### config.mk
export PLATFORM = sky130hd
export DESIGN_NAME = raster_crt_timing_controller
export DESIGN_NICKNAME = d
export VERILOG_FILES = /design/src/crt_timing_pkg.sv /design/src/sync_two_ff.sv /design/src/raster_crt_timing_controller.sv
export SDC_FILE = /design/constraint.sdc
export NUM_CORES = 1
export LEC_CHECK = 0
export ABC_AREA = 0
export BUFFER_PORTS_ARGS = -buffer_cell sky130_fd_sc_hd__buf_2
export CORE_UTILIZATION = 40
export CTS_CLUSTER_SIZE = 16
export DETAILED_ROUTE_END_ITERATION = 10
export MAX_ROUTING_LAYER = met4
export PLACE_DENSITY = 0.66
export SLEW_MARGIN = 30
export SYNTH_ARGS = -nofsm -noshare
export SYNTH_HDL_FRONTEND = slang
export SYNTH_SLANG_ARGS = --single-unit
### constraint.sdc
create_clock -name clk_in -period 3.8 [get_ports clk_in]
set_input_delay 0.76 -clock clk_in [delete_from_list [all_inputs] [get_ports clk_in]]
set_output_delay 0.76 -clock clk_in [all_outputs]
set_load 0.02 [all_outputs]
### src/crt_timing_pkg.sv
// constants, register map and configuration layout of the raster timing controller
package crt_timing_pkg;

	localparam int ADDR_W = 5;
	localparam int DATA_W = 8;
	localparam int REFRESH_W = 14;
	localparam int RASTER_W = 5;
	localparam int ROW_W = 7;

	// register word addresses
	localparam logic [4:0] A_HTOTAL = 5'h00;
	localparam logic [4:0] A_HDISP = 5'h01;
	localparam logic [4:0] A_HSYNC_POS = 5'h02;
	localparam logic [4:0] A_HSYNC_WIDTH = 5'h03;
	localparam logic [4:0] A_VTOTAL = 5'h04;
	localparam logic [4:0] A_VADJUST = 5'h05;
	localparam logic [4:0] A_VDISP = 5'h06;
	localparam logic [4:0] A_VSYNC_POS = 5'h07;
	localparam logic [4:0] A_SCAN_MODE = 5'h08;
	localparam logic [4:0] A_MAX_RASTER = 5'h09;
	localparam logic [4:0] A_CUR_START = 5'h0a;
	localparam logic [4:0] A_CUR_END = 5'h0b;
	localparam logic [4:0] A_START_HI = 5'h0c;
	localparam logic [4:0] A_START_LO = 5'h0d;
	localparam logic [4:0] A_CUR_HI = 5'h0e;
	localparam logic [4:0] A_CUR_LO = 5'h0f;
	localparam logic [4:0] A_PEN_HI = 5'h10;
	localparam logic [4:0] A_PEN_LO = 5'h11;
	localparam logic [4:0] A_STATUS = 5'h12;

	// field positions
	localparam int CUR_BLINK_LSB = 5;
	localparam int ST_PEN_BIT = 0;
	localparam int ST_FIELD_BIT = 1;
	localparam int ST_VSYNC_BIT = 2;
	localparam int ST_DISP_BIT = 3;

	// cursor display modes
	localparam logic [1:0] BLINK_STEADY = 2'h0;
	localparam logic [1:0] BLINK_OFF = 2'h1;
	localparam logic [1:0] BLINK_16 = 2'h2;
	localparam logic [1:0] BLINK_32 = 2'h3;
	localparam int BLINK16_BIT = 3;
	localparam int BLINK32_BIT = 4;

	// scan modes
	localparam logic [1:0] SCAN_ILACE_VIDEO = 2'h3;

	// vertical sync width in scan lines
	localparam logic [4:0] VSYNC_LINES = 5'h10;

	typedef struct packed {
		logic [7:0] htotal;
		logic [7:0] hdisp;
		logic [7:0] hsync_pos;
		logic [3:0] hsync_width;
		logic [6:0] vtotal;
		logic [4:0] vadjust;
		logic [6:0] vdisp;
		logic [6:0] vsync_pos;
		logic [1:0] scan_mode;
		logic [4:0] max_raster;
		logic [1:0] blink_mode;
		logic [4:0] cur_start;
		logic [4:0] cur_end;
		logic [13:0] start_addr;
		logic [13:0] cursor_addr;
	} crt_cfg_t;

endpackage

### src/sync_two_ff.sv
// two flip-flop synchroniser for asynchronous pin inputs
`timescale 1ns/1ps
`default_nettype none
module sync_two_ff #(
	parameter int WIDTH = 1
) (
	input wire logic clk_in,
	input wire logic nrst_in,
	input wire logic [WIDTH-1:0] async_in,
	output logic [WIDTH-1:0] sync_out
);
	logic [WIDTH-1:0] meta_q;

	// first stage is read only by the second stage
	always_ff @(posedge clk_in) begin
		if (!nrst_in) begin
			meta_q <= '0;
			sync_out <= '0;
		end else begin
			meta_q <= async_in;
			sync_out <= meta_q;
		end
	end
endmodule
`default_nettype wire

### src/raster_crt_timing_controller.sv
// raster display timing controller: counters, sync, refresh address, cursor and light pen
//
// Behaviour
// - drive 14-bit linear refresh memory address
// - line length programmable in character clocks
// - frame height programmable in character rows
// - extra single rasters fine-adjust the frame
// - cursor blinks every 16 or 32 fields
// - 14-bit cursor register compared with address
// - light pen strobe captures current address
// - each frame starts at programmed start address, the first after reset at zero
// - non-interlaced and interlaced odd/even field scanning
// - counters make syncs, window, raster index
// - addresses regenerated every raster, no buffer
// - vertical sync high for 16 lines
// - cursor video forced low outside window
// - reset clears counters, outputs low, keeps settings
//
// Added by the designer: the address-and-strobe port and the register offsets.
`timescale 1ns/1ps
`default_nettype none
module raster_crt_timing_controller (
	input wire logic clk_in,
	input wire logic nrst_in,
	input wire logic [crt_timing_pkg::ADDR_W-1:0] reg_addr_in,
	input wire logic [crt_timing_pkg::DATA_W-1:0] reg_wdata_in,
	input wire logic reg_wr_in,
	input wire logic reg_rd_in,
	output logic [crt_timing_pkg::DATA_W-1:0] reg_rdata_out,
	input wire logic pen_capture_strobe_in,
	output logic hsync_out,
	output logic frame_sync_out,
	output logic display_window_out,
	output logic [crt_timing_pkg::RASTER_W-1:0] row_raster_index_out,
	output logic [crt_timing_pkg::REFRESH_W-1:0] refresh_addr_out,
	output logic cursor_video_out,
	output logic field_odd_out
);
	import crt_timing_pkg::*;

	crt_cfg_t cfg_q;
	logic [7:0] hcnt_q;
	logic [RASTER_W-1:0] raster_q;
	logic [ROW_W-1:0] row_q;
	logic in_adjust_q;
	logic [4:0] adj_cnt_q;
	logic [REFRESH_W-1:0] base_q;
	logic [REFRESH_W-1:0] lin_addr_q;
	logic field_q;
	logic [3:0] hs_cnt_q;
	logic [4:0] vs_cnt_q;
	logic [4:0] blink_cnt_q;
	logic [REFRESH_W-1:0] pen_q;
	logic pen_flag_q;
	logic pen_sync;
	logic pen_prev_q;
	logic pen_edge;
	logic line_end;
	logic row_end;
	logic frame_end;
	logic last_row;
	logic [RASTER_W-1:0] raster_step;
	logic [RASTER_W-1:0] raster_first;
	logic [5:0] raster_next;
	logic disp_now;
	logic cursor_on;
	logic blink_ok;
	logic [REFRESH_W-1:0] base_adv;

	////////////////////////////////////////////////////////////////////////////
	// register writes; settings survive reset on purpose

	always_ff @(posedge clk_in) begin
		if (reg_wr_in) begin
			unique case (reg_addr_in)
				A_HTOTAL: cfg_q.htotal <= reg_wdata_in;
				A_HDISP: cfg_q.hdisp <= reg_wdata_in;
				A_HSYNC_POS: cfg_q.hsync_pos <= reg_wdata_in;
				A_HSYNC_WIDTH: cfg_q.hsync_width <= reg_wdata_in[3:0];
				A_VTOTAL: cfg_q.vtotal <= reg_wdata_in[6:0];
				A_VADJUST: cfg_q.vadjust <= reg_wdata_in[4:0];
				A_VDISP: cfg_q.vdisp <= reg_wdata_in[6:0];
				A_VSYNC_POS: cfg_q.vsync_pos <= reg_wdata_in[6:0];
				A_SCAN_MODE: cfg_q.scan_mode <= reg_wdata_in[1:0];
				A_MAX_RASTER: cfg_q.max_raster <= reg_wdata_in[4:0];
				A_CUR_START: begin
					cfg_q.blink_mode <= reg_wdata_in[CUR_BLINK_LSB+:2];
					cfg_q.cur_start <= reg_wdata_in[4:0];
				end
				A_CUR_END: cfg_q.cur_end <= reg_wdata_in[4:0];
				A_START_HI: cfg_q.start_addr[13:8] <= reg_wdata_in[5:0];
				A_START_LO: cfg_q.start_addr[7:0] <= reg_wdata_in;
				A_CUR_HI: cfg_q.cursor_addr[13:8] <= reg_wdata_in[5:0];
				A_CUR_LO: cfg_q.cursor_addr[7:0] <= reg_wdata_in;
				default: ;
			endcase
		end
	end

	////////////////////////////////////////////////////////////////////////////
	// register reads, data in the following cycle only

	always_ff @(posedge clk_in) begin
		reg_rdata_out <= 8'h00;
		if (reg_rd_in) begin
			unique case (reg_addr_in)
				A_START_HI: reg_rdata_out <= {2'h0, cfg_q.start_addr[13:8]};
				A_START_LO: reg_rdata_out <= cfg_q.start_addr[7:0];
				A_CUR_HI: reg_rdata_out <= {2'h0, cfg_q.cursor_addr[13:8]};
				A_CUR_LO: reg_rdata_out <= cfg_q.cursor_addr[7:0];
				A_PEN_HI: reg_rdata_out <= {2'h0, pen_q[13:8]};
				A_PEN_LO: reg_rdata_out <= pen_q[7:0];
				A_STATUS: begin
					reg_rdata_out[ST_PEN_BIT] <= pen_flag_q;
					reg_rdata_out[ST_FIELD_BIT] <= field_q;
					reg_rdata_out[ST_VSYNC_BIT] <= frame_sync_out;
					reg_rdata_out[ST_DISP_BIT] <= display_window_out;
				end
				default: ;
			endcase
		end
	end

	////////////////////////////////////////////////////////////////////////////
	// scan counters

	assign line_end = (hcnt_q == cfg_q.htotal);
	// interlaced video mode steps two rasters per line, odd field starts at one
	assign raster_step = (cfg_q.scan_mode == SCAN_ILACE_VIDEO) ? 5'h02 : 5'h01;
	assign raster_first = (cfg_q.scan_mode == SCAN_ILACE_VIDEO) ? {4'h0, field_q} : 5'h00;
	assign raster_next = {1'b0, raster_q} + {1'b0, raster_step};
	assign row_end = (raster_next > {1'b0, cfg_q.max_raster});
	assign last_row = (row_q == cfg_q.vtotal);
	assign frame_end = line_end && (in_adjust_q ? (adj_cnt_q == cfg_q.vadjust)
		: (row_end && last_row && cfg_q.vadjust == 5'h00));
	assign base_adv = base_q + {6'h00, cfg_q.hdisp};

	always_ff @(posedge clk_in) begin
		if (!nrst_in) begin
			hcnt_q <= 8'h00;
		end else if (line_end) begin
			hcnt_q <= 8'h00;
		end else begin
			hcnt_q <= hcnt_q + 8'h01;
		end
	end

	always_ff @(posedge clk_in) begin
		if (!nrst_in) begin
			raster_q <= 5'h00;
			row_q <= 7'h00;
			in_adjust_q <= 1'b0;
			adj_cnt_q <= 5'h00;
			field_q <= 1'b0;
		end else if (line_end) begin
			if (frame_end) begin
				row_q <= 7'h00;
				in_adjust_q <= 1'b0;
				adj_cnt_q <= 5'h00;
				// odd and even fields alternate only when interlaced
				if (cfg_q.scan_mode[0]) begin
					field_q <= ~field_q;
					raster_q <= (cfg_q.scan_mode == SCAN_ILACE_VIDEO) ? {4'h0, ~field_q} : 5'h00;
				end else begin
					field_q <= 1'b0;
					raster_q <= 5'h00;
				end
			end else if (in_adjust_q) begin
				adj_cnt_q <= adj_cnt_q + 5'h01;
			end else if (row_end) begin
				raster_q <= raster_first;
				if (last_row) begin
					in_adjust_q <= 1'b1;
					adj_cnt_q <= 5'h01;
				end else begin
					row_q <= row_q + 7'h01;
				end
			end else begin
				raster_q <= raster_next[RASTER_W-1:0];
			end
		end
	end

	////////////////////////////////////////////////////////////////////////////
	// linear address generator; each raster re-reads its row from memory

	always_ff @(posedge clk_in) begin
		if (!nrst_in) begin
			base_q <= 14'h0000;
			lin_addr_q <= 14'h0000;
		end else if (line_end) begin
			if (frame_end) begin
				base_q <= cfg_q.start_addr;
				lin_addr_q <= cfg_q.start_addr;
			end else if (row_end && !in_adjust_q && !last_row) begin
				base_q <= base_adv;
				lin_addr_q <= base_adv;
			end else begin
				lin_addr_q <= base_q;
			end
		end else begin
			lin_addr_q <= lin_addr_q + 14'h0001;
		end
	end

	////////////////////////////////////////////////////////////////////////////
	// sync generation

	always_ff @(posedge clk_in) begin
		if (!nrst_in) begin
			hs_cnt_q <= 4'h0;
		end else if (hcnt_q == cfg_q.hsync_pos && cfg_q.hsync_width != 4'h0) begin
			hs_cnt_q <= cfg_q.hsync_width;
		end else if (hs_cnt_q != 4'h0) begin
			hs_cnt_q <= hs_cnt_q - 4'h1;
		end
	end

	// vertical sync opens on the first line of the programmed row
	always_ff @(posedge clk_in) begin
		if (!nrst_in) begin
			vs_cnt_q <= 5'h00;
		end else if (line_end && row_end && !in_adjust_q && !last_row && (row_q + 7'h01) == cfg_q.vsync_pos) begin
			vs_cnt_q <= VSYNC_LINES;
		end else if (line_end && vs_cnt_q != 5'h00) begin
			vs_cnt_q <= vs_cnt_q - 5'h01;
		end
	end

	////////////////////////////////////////////////////////////////////////////
	// cursor and blink

	always_ff @(posedge clk_in) begin
		if (!nrst_in) begin
			blink_cnt_q <= 5'h00;
		end else if (frame_end) begin
			blink_cnt_q <= blink_cnt_q + 5'h01;
		end
	end

	always_comb begin
		unique case (cfg_q.blink_mode)
			BLINK_STEADY: blink_ok = 1'b1;
			BLINK_OFF: blink_ok = 1'b0;
			BLINK_16: blink_ok = blink_cnt_q[BLINK16_BIT];
			BLINK_32: blink_ok = blink_cnt_q[BLINK32_BIT];
		endcase
	end

	assign disp_now = (hcnt_q < cfg_q.hdisp) && (row_q < cfg_q.vdisp) && !in_adjust_q;
	assign cursor_on = (lin_addr_q == cfg_q.cursor_addr) && blink_ok
		&& (raster_q >= cfg_q.cur_start) && (raster_q <= cfg_q.cur_end);

	////////////////////////////////////////////////////////////////////////////
	// output stage; all pins one clock behind the counters, low in reset

	always_ff @(posedge clk_in) begin
		if (!nrst_in) begin
			hsync_out <= 1'b0;
			frame_sync_out <= 1'b0;
			display_window_out <= 1'b0;
			row_raster_index_out <= 5'h00;
			refresh_addr_out <= 14'h0000;
			cursor_video_out <= 1'b0;
			field_odd_out <= 1'b0;
		end else begin
			hsync_out <= (hs_cnt_q != 4'h0);
			frame_sync_out <= (vs_cnt_q != 5'h00);
			display_window_out <= disp_now;
			row_raster_index_out <= raster_q;
			refresh_addr_out <= lin_addr_q;
			cursor_video_out <= disp_now && cursor_on;
			field_odd_out <= field_q;
		end
	end

	////////////////////////////////////////////////////////////////////////////
	// light pen; the strobe pin is asynchronous to the character clock

	sync_two_ff #(
		.WIDTH(1)
	) pen_sync_u (
		.clk_in(clk_in),
		.nrst_in(nrst_in),
		.async_in(pen_capture_strobe_in),
		.sync_out(pen_sync)
	);

	always_ff @(posedge clk_in) begin
		if (!nrst_in) begin
			pen_prev_q <= 1'b0;
		end else begin
			pen_prev_q <= pen_sync;
		end
	end

	assign pen_edge = pen_sync && !pen_prev_q;

	// capture the address shown on the pins; software corrects for pen delay
	always_ff @(posedge clk_in) begin
		if (pen_edge && nrst_in) begin
			pen_q <= refresh_addr_out;
		end
	end

	// a new capture wins over the clear by reading the low byte
	always_ff @(posedge clk_in) begin
		if (!nrst_in) begin
			pen_flag_q <= 1'b0;
		end else if (pen_edge) begin
			pen_flag_q <= 1'b1;
		end else if (reg_rd_in && reg_addr_in == A_PEN_LO) begin
			pen_flag_q <= 1'b0;
		end
	end

	////////////////////////////////////////////////////////////////////////////
	// checks

	logic [4:0] vs_lines_q;

	always_ff @(posedge clk_in) begin
		if (!nrst_in || vs_cnt_q == 5'h00) begin
			vs_lines_q <= 5'h00;
		end else if (line_end) begin
			vs_lines_q <= vs_lines_q + 5'h01;
		end
	end
endmodule
`default_nettype wire

==> results.json, run 1 <==
{
  "min_from": "refresh_addr_out[6]",
  "post-synth-top-count-cell": "edfxtp_1",
  "ys_seq_elements": 220,
  "areaGrowthSynthToFinish_pct": 14.2,
  "overflow": 0,
  "synth_fp_nets": 1001,
  "synth_edf_count": 115,
  "clockPowerShare": 0.450,
  "seqPwrFrac": 0.488,
  "ir_drop_mv": 0.244,
  "cap_violations": 0,
  "die_y_um": 162,
  "path_buf_inv": 2,
  "worstReg2RegStart": "cfg_q[45]",
  "cp.arrival_ps": 3980,
  "insertion_delay_ps": 520,
  "firstDrtPassIters": 5,
  "cts-root-buf": "clkbuf_16",
  "netlist_top_cells_area": "edfxtp_1 (34%), dfxtp_1 (20%), ha_1 (5.7%)",
  "worstSetupPathType": "reg -> reg",
  "die_w_um": 162,
  "timing.slew.headroom": 0.408,
  "core_area_mm2": 0.0252,
  "min_path_cells": 0,
  "rsz0062_at_grt": "false",
  "routed_via_density": 5.40,
  "required_ps": 4260,
  "cts-resized-gates": 0,
  "syn_inst": 935,
  "whs_ps": 423,
  "syn_area_mm2": 0.0103,
  "cts-hold-fix-buffers": 0,
  "initial_core_util": 0.407,
  "worstMarginPinSlew_ps": 885,
  "finalSetupViolCount": 0,
  "min_period_over_period": 0.925,
  "ys.flop_type": "edfxtp_1",
  "p_per_area_mw_per_mm2": 455,
  "hold_viol_final": 0,
  "nNetsFinal": 1063,
  "critPathCaptureType": "flop",
  "portBuffers": 49,
  "yosysWarningCount": 0,
  "cts_post_setup_buffers_inserted": 0,
  "power_leakage_nw": 4.45,
  "cts_buffers": 25,
  "p_int_w": 0.00413,
  "yosys-top-cells-count": "edfxtp_1 (115), dfxtp_1 (105), nor2_1 (80)",
  "gp_congestion": 0.910,
  "placed_area_mm2": 0.0109,
  "ant_nets": 0,
  "clock_sinks": 220,
  "reg2reg_depth": 15,
  "crit_chain": "and2_1 > inv_1 > ha_1 > ha_1 > a21oi_1 > xnor2_1 > ha_1 > o21ai_0 > a21oi_1 > o221a_2 > o211ai_4 > a21oi_4 > buf_4 > nor4_1 > a22o_1",
  "die-area_mm2": 0.0263,
  "tns_ps": 0,
  "dpl.hpwl_um": 18100,
  "swShare": 0.224,
  "final_area_mm2": 0.0117,
  "outcome": "completed",
  "grt_pass1_wl_um": 39200,
  "slowest_delay_ps": 360,
  "finalClockSkew_ps": 11.8,
  "drc": 0,
  "power_frac_comb": 0.062,
  "grt_pass1_vias": 6986,
  "max_freq_mhz": 285,
  "hp-class": "reg -> reg",
  "ioPinCount": 50,
  "antenna_found_initial": 0,
  "seq_area_frac_synth": 0.542,
  "vias": 7269,
  "whs_endpoint": "pen_q[6]",
  "synth_top_area_share": 0.337,
  "routedWlPerCell_um": 18.7,
  "start_kind": "flop",
  "diodes": 0,
  "drt-initial-drc-count": 641,
  "yosys.area.top_type": "edfxtp_1",
  "cpLargestDelayFamily": "compound AO/OA/AOI/OAI gates",
  "r2r-end": "raster_q[4]",
  "num_rows": 58,
  "synth_async_sr_flop_share": 0,
  "grt_max_degree": 26,
  "cts_tree": "built",
  "path_clk_slew_ps": 60,
  "drv_slew": 0,
  "startpoint": "cfg_q[45]",
  "period_minus_slack_ps": 3510,
  "p_total_w": 0.00532,
  "critPathSlowestCell": "nor4_1",
  "final_core_util": 0.465,
  "cts_max_path_buffers": 3,
  "htree_num_levels": 1,
  "critPathMaxFanout": 14,
  "track_usage": 0.200,
  "drt_wl_total_um": 25100,
  "drive_above_1_share": 0.132,
  "path_depth": 15,
  "crit_top_cell": "ha_1",
  "ff2ff_setup_slack_ps": 290,
  "synth.distinct_cells": 77,
  "p_switching_w": 0.00119,
  "avgSynthCellArea_um2": 11.0
}
-- power groups by stage --
stage	Clock [W]	Combinational, W	Sequential (W)
3_3_place_gp	0	0.000322	0.00265
2_1_floorplan	0	0.000213	0.00264
3_5_place_dp	0	0.000329	0.00265
4_1_cts	0.00244	0.000331	0.00260
6_report	0.00239	0.000330	0.00260
5_1_grt	0.00254	0.000368	0.00260
-- layout make-up --
class	instances	area [µm²]
clock buffers	33	676
flip-flops and latches	220	5560
multi-input cells	637	4360
clock inverters	12	144
repair buffers	68	388
inverters	45	169
fillers	2285	13500
well taps	330	413
-- placed cells by master (no fill, tap or decap), types with 22 or more instances in the layout --
| cell type | n |
|---|---|
| dfxtp_1 | 105 |
| nand2_1 | 59 |
| ha_1 | 47 |
| buf_2 | 49 |
| xnor2_1 | 53 |
| a21oi_1 | 41 |
| inv_1 | 43 |
| edfxtp_1 | 115 |
| nor2_1 | 80 |
| xor2_1 | 41 |
| clkbuf_16 | 25 |
| o21ai_0 | 26 |
| nand3_1 | 29 |
| and2_1 | 29 |
| nor3_1 | 22 |
-- state kept, by name, summed over array words and instances, names as in the netlist, 4 cells and up --
| register | count |
|---|---|
| adj_cnt_q | 5 |
| row_raster_index_out | 5 |
| reg_rdata_out | 8 |
| refresh_addr_out | 14 |
| vs_cnt_q | 5 |
| hs_cnt_q | 4 |
| blink_cnt_q | 5 |
| cfg_q | 101 |
| base_q | 14 |
| raster_q | 5 |
| row_q | 7 |
| pen_q | 14 |
| hcnt_q | 8 |
| lin_addr_q | 14 |
-- metrics by stage --
| stage | instances | setup WS [ps] |
|---|---|---|
| finish | 1345 | 285 |
| detailed placement | 1300 | 348 |
| floorplan | 935 | 634 |
| global route | 1345 | 5.23 |
| global placement | 1300 | 435 |
| CTS | 1345 | 311 |
-- worst max path at each step --
stage | end | slack [ps]
final | raster_q[4] | 290
after global routing | base_q[3] | 5
after CTS | raster_q[4] | 310
after detailed placement | raster_q[4] | 350
after global placement | raster_q[4] | 430
after floorplan | lin_addr_q[2] | 630
-- layer usage --
metal | share of wire | GRT usage
met3 | 0.065 | 0.0289
met1 | 0.45 | 0.269
met2 | 0.47 | 0.318
met4 | 0.017 | 0.0480
met5 | 0 | -
-- cell families after synthesis --
| family | after synthesis | synth area share |
|---|---|---|
| compound gates | 169 | 0.115 |
| flops | 220 | 0.542 |
| simple gates | 305 | 0.150 |
| fa+ha+maj | 48 | 0.0593 |
| xor+xnor | 94 | 0.0803 |
| buf+inv | 78 | 0.0329 |
| mux | 21 | 0.0211 |
(Power assumes the default switching activity.)
==> inputs of run 2 (changes only) <==
--- a/config.mk
+++ b/config.mk
@@ -11,7 +11,7 @@
 export CTS_CLUSTER_SIZE = 16
 export DETAILED_ROUTE_END_ITERATION = 10
 export MAX_ROUTING_LAYER = met4
-export PLACE_DENSITY = 0.66
+export PLACE_DENSITY = 0.68
 export SLEW_MARGIN = 30
 export SYNTH_ARGS = -nofsm -noshare
 export SYNTH_HDL_FRONTEND = slang
==> constraint.sdc (replaced) <==
create_clock -name clk_in -period 2.98 [get_ports clk_in]
set_input_delay 0.596 -clock clk_in [delete_from_list [all_inputs] [get_ports clk_in]]
set_output_delay 0.596 -clock clk_in [all_outputs]
set_load 0.02 [all_outputs]
==> results.json, run 2 (synthesis gave the netlist of run 1 again) <==
{
  "final_core_util": 0.500,
  "drv_slew": 0,
  "hp-class": "in -> reg",
  "die_w_um": 162,
  "worstSetupPathType": "reg -> reg",
  "clock_sinks": 220,
  "nNetsFinal": 1104,
  "drt_wl_total_um": 26400,
  "antenna_found_initial": 0,
  "path_clk_slew_ps": 60,
  "routedWlPerCell_um": 19.0,
  "core_area_mm2": 0.0252,
  "finalClockSkew_ps": 12.5,
  "diodes": 0,
  "drc": 0,
  "largest_register_ffs": 101,
  "min_period_over_period": 1.07,
  "grt_max_degree": 27,
  "critPathMaxFanout": 6,
  "gp_congestion": 0.903,
  "p_total_w": 0.00669,
  "drt-initial-drc-count": 620,
  "ant_nets": 0,
  "final_area_mm2": 0.0126,
  "cts_max_path_buffers": 3,
  "vias": 7519,
  "required_ps": 3400,
  "insertion_delay_ps": 520,
  "critPathCaptureType": "flop",
  "crit_chain": "and2_4 > inv_6 > xnor2_4 > ha_4 > a21oi_4 > nor2_4 > xor2_2 > ha_4 > or2_4 > o221a_4 > o211ai_1 > buf_4 > buf_6 > mux2i_2 > a211oi_2 > a21o_1",
  "cts_tree": "built",
  "critPathSlowestCell": "edfxtp_1",
  "track_usage": 0.206,
  "cap_violations": 0,
  "max_flop_register": "cfg_q",
  "violations": "setup timing",
  "power_leakage_nw": 4.84,
  "final_cell_mix": "edfxtp_1 (115), dfxtp_1 (105), nor2_1 (75)",
  "drive_above_1_share": 0.225,
  "routed_via_density": 5.43,
  "dpl.hpwl_um": 18200,
  "die_y_um": 162,
  "cts-root-buf": "clkbuf_16",
  "ioPinCount": 50,
  "htree_num_levels": 1,
  "timing.slew.headroom": 0.418,
  "portBuffers": 49,
  "overflow": 0,
  "crit_top_cell": "ha_4",
  "tns_ps": -3370,
  "grt_pass1_vias": 7423,
  "num_rows": 58,
  "ir_drop_mv": 0.414,
  "worstMarginPinSlew_ps": 870,
  "die-area_mm2": 0.0263,
  "outcome": "complete, but fails checks",
  "cp.arrival_ps": 3600,
  "initial_core_util": 0.407,
  "cts_buffers": 24,
  "max_freq_mhz": 314,
  "hold_viol_final": 0,
  "placed_area_mm2": 0.0111,
  "final_common_cell": "edfxtp_1",
  "areaGrowthSynthToFinish_pct": 22.9,
  "slowest_delay_ps": 390,
  "fin_ws_ps": -209,
  "start_kind": "flop",
  "finalSetupViolCount": 32,
  "cts-hold-fix-buffers": 0,
  "period_minus_slack_ps": 3190,
  "p_per_area_mw_per_mm2": 531,
  "rsz0062_at_grt": "true",
  "firstDrtPassIters": 5,
  "grt_pass1_wl_um": 40700
}
-- run 2: area by class of cell --
cell class | count | area, µm²
clock buffers | 30 | 696
clock inverters | 13 | 91.3
fillers | 2165 | 12600
inverters | 45 | 174
multi-input cells | 637 | 4840
flip-flops and latches | 220 | 5560
well taps | 330 | 413
repair buffers | 110 | 832
-- run 2: path summary, 6_finish.rpt --
check | from | to | slack, ps | cells past startpoint
max | cfg_q[45] | lin_addr_q[7] | -210 | 16
min | pen_capture_strobe_in | pen_sync_u.meta_q | 290 | 2
max reg2reg | cfg_q[45] | lin_addr_q[7] | -210 | 16
min reg2reg | refresh_addr_out[0] | pen_q[0] | 430 | 0
-- run 2: worst max-delay path: cells and delay by family, from the launching register on --
| kind | cells | cell delay, ps |
|---|---|---|
| AOI/OAI and AO/OA | 5 | 970 |
| adders and majority gates | 2 | 350 |
| muxes | 1 | 220 |
| buffers and inverters | 3 | 450 |
| DFF | 1 | 390 |
| and+or+nand+nor | 3 | 450 |
| xor gates and xnor gates | 2 | 240 |
-- run 2: through the flow --
step	hold slack [ps]	setup slack, ps	instances
2_1_floorplan	412	0.224	935
3_3_place_gp	408	-111	1328
3_5_place_dp	412	-195	1328
4_1_cts	283	-179	1381
5_1_grt	281	-293	1385
6_report	290	-209	1385
-- run 2: repair_timing --
action,in CTS,in global routing
endpoints found under the setup margin,34,56
gates cloned,2,0
buffers inserted,9,5
pin swaps,34,38
endpoints found under the hold margin,0,0
resized for setup,42,66
-- run 2: where the power goes --
group	leakage, nW	internal (W)	total [W]	switching, W
Combinational	2.55	0.000182	0.000454	0.000272
Sequential	1.89	0.00325	0.00331	0.0000573
Clock	0.400	0.00173	0.00292	0.00119
Total	4.84	0.00517	0.00669	0.00152
-- run 2: metal layers --
metal / vias up / track usage / part of all wire
li1: 3576 / - / -
met1: 3627 / 0.264 / 0.43
met2: 262 / 0.332 / 0.47
met3: 54 / 0.0322 / 0.066
met4: 0 / 0.0703 / 0.031
met5: - / - / 0
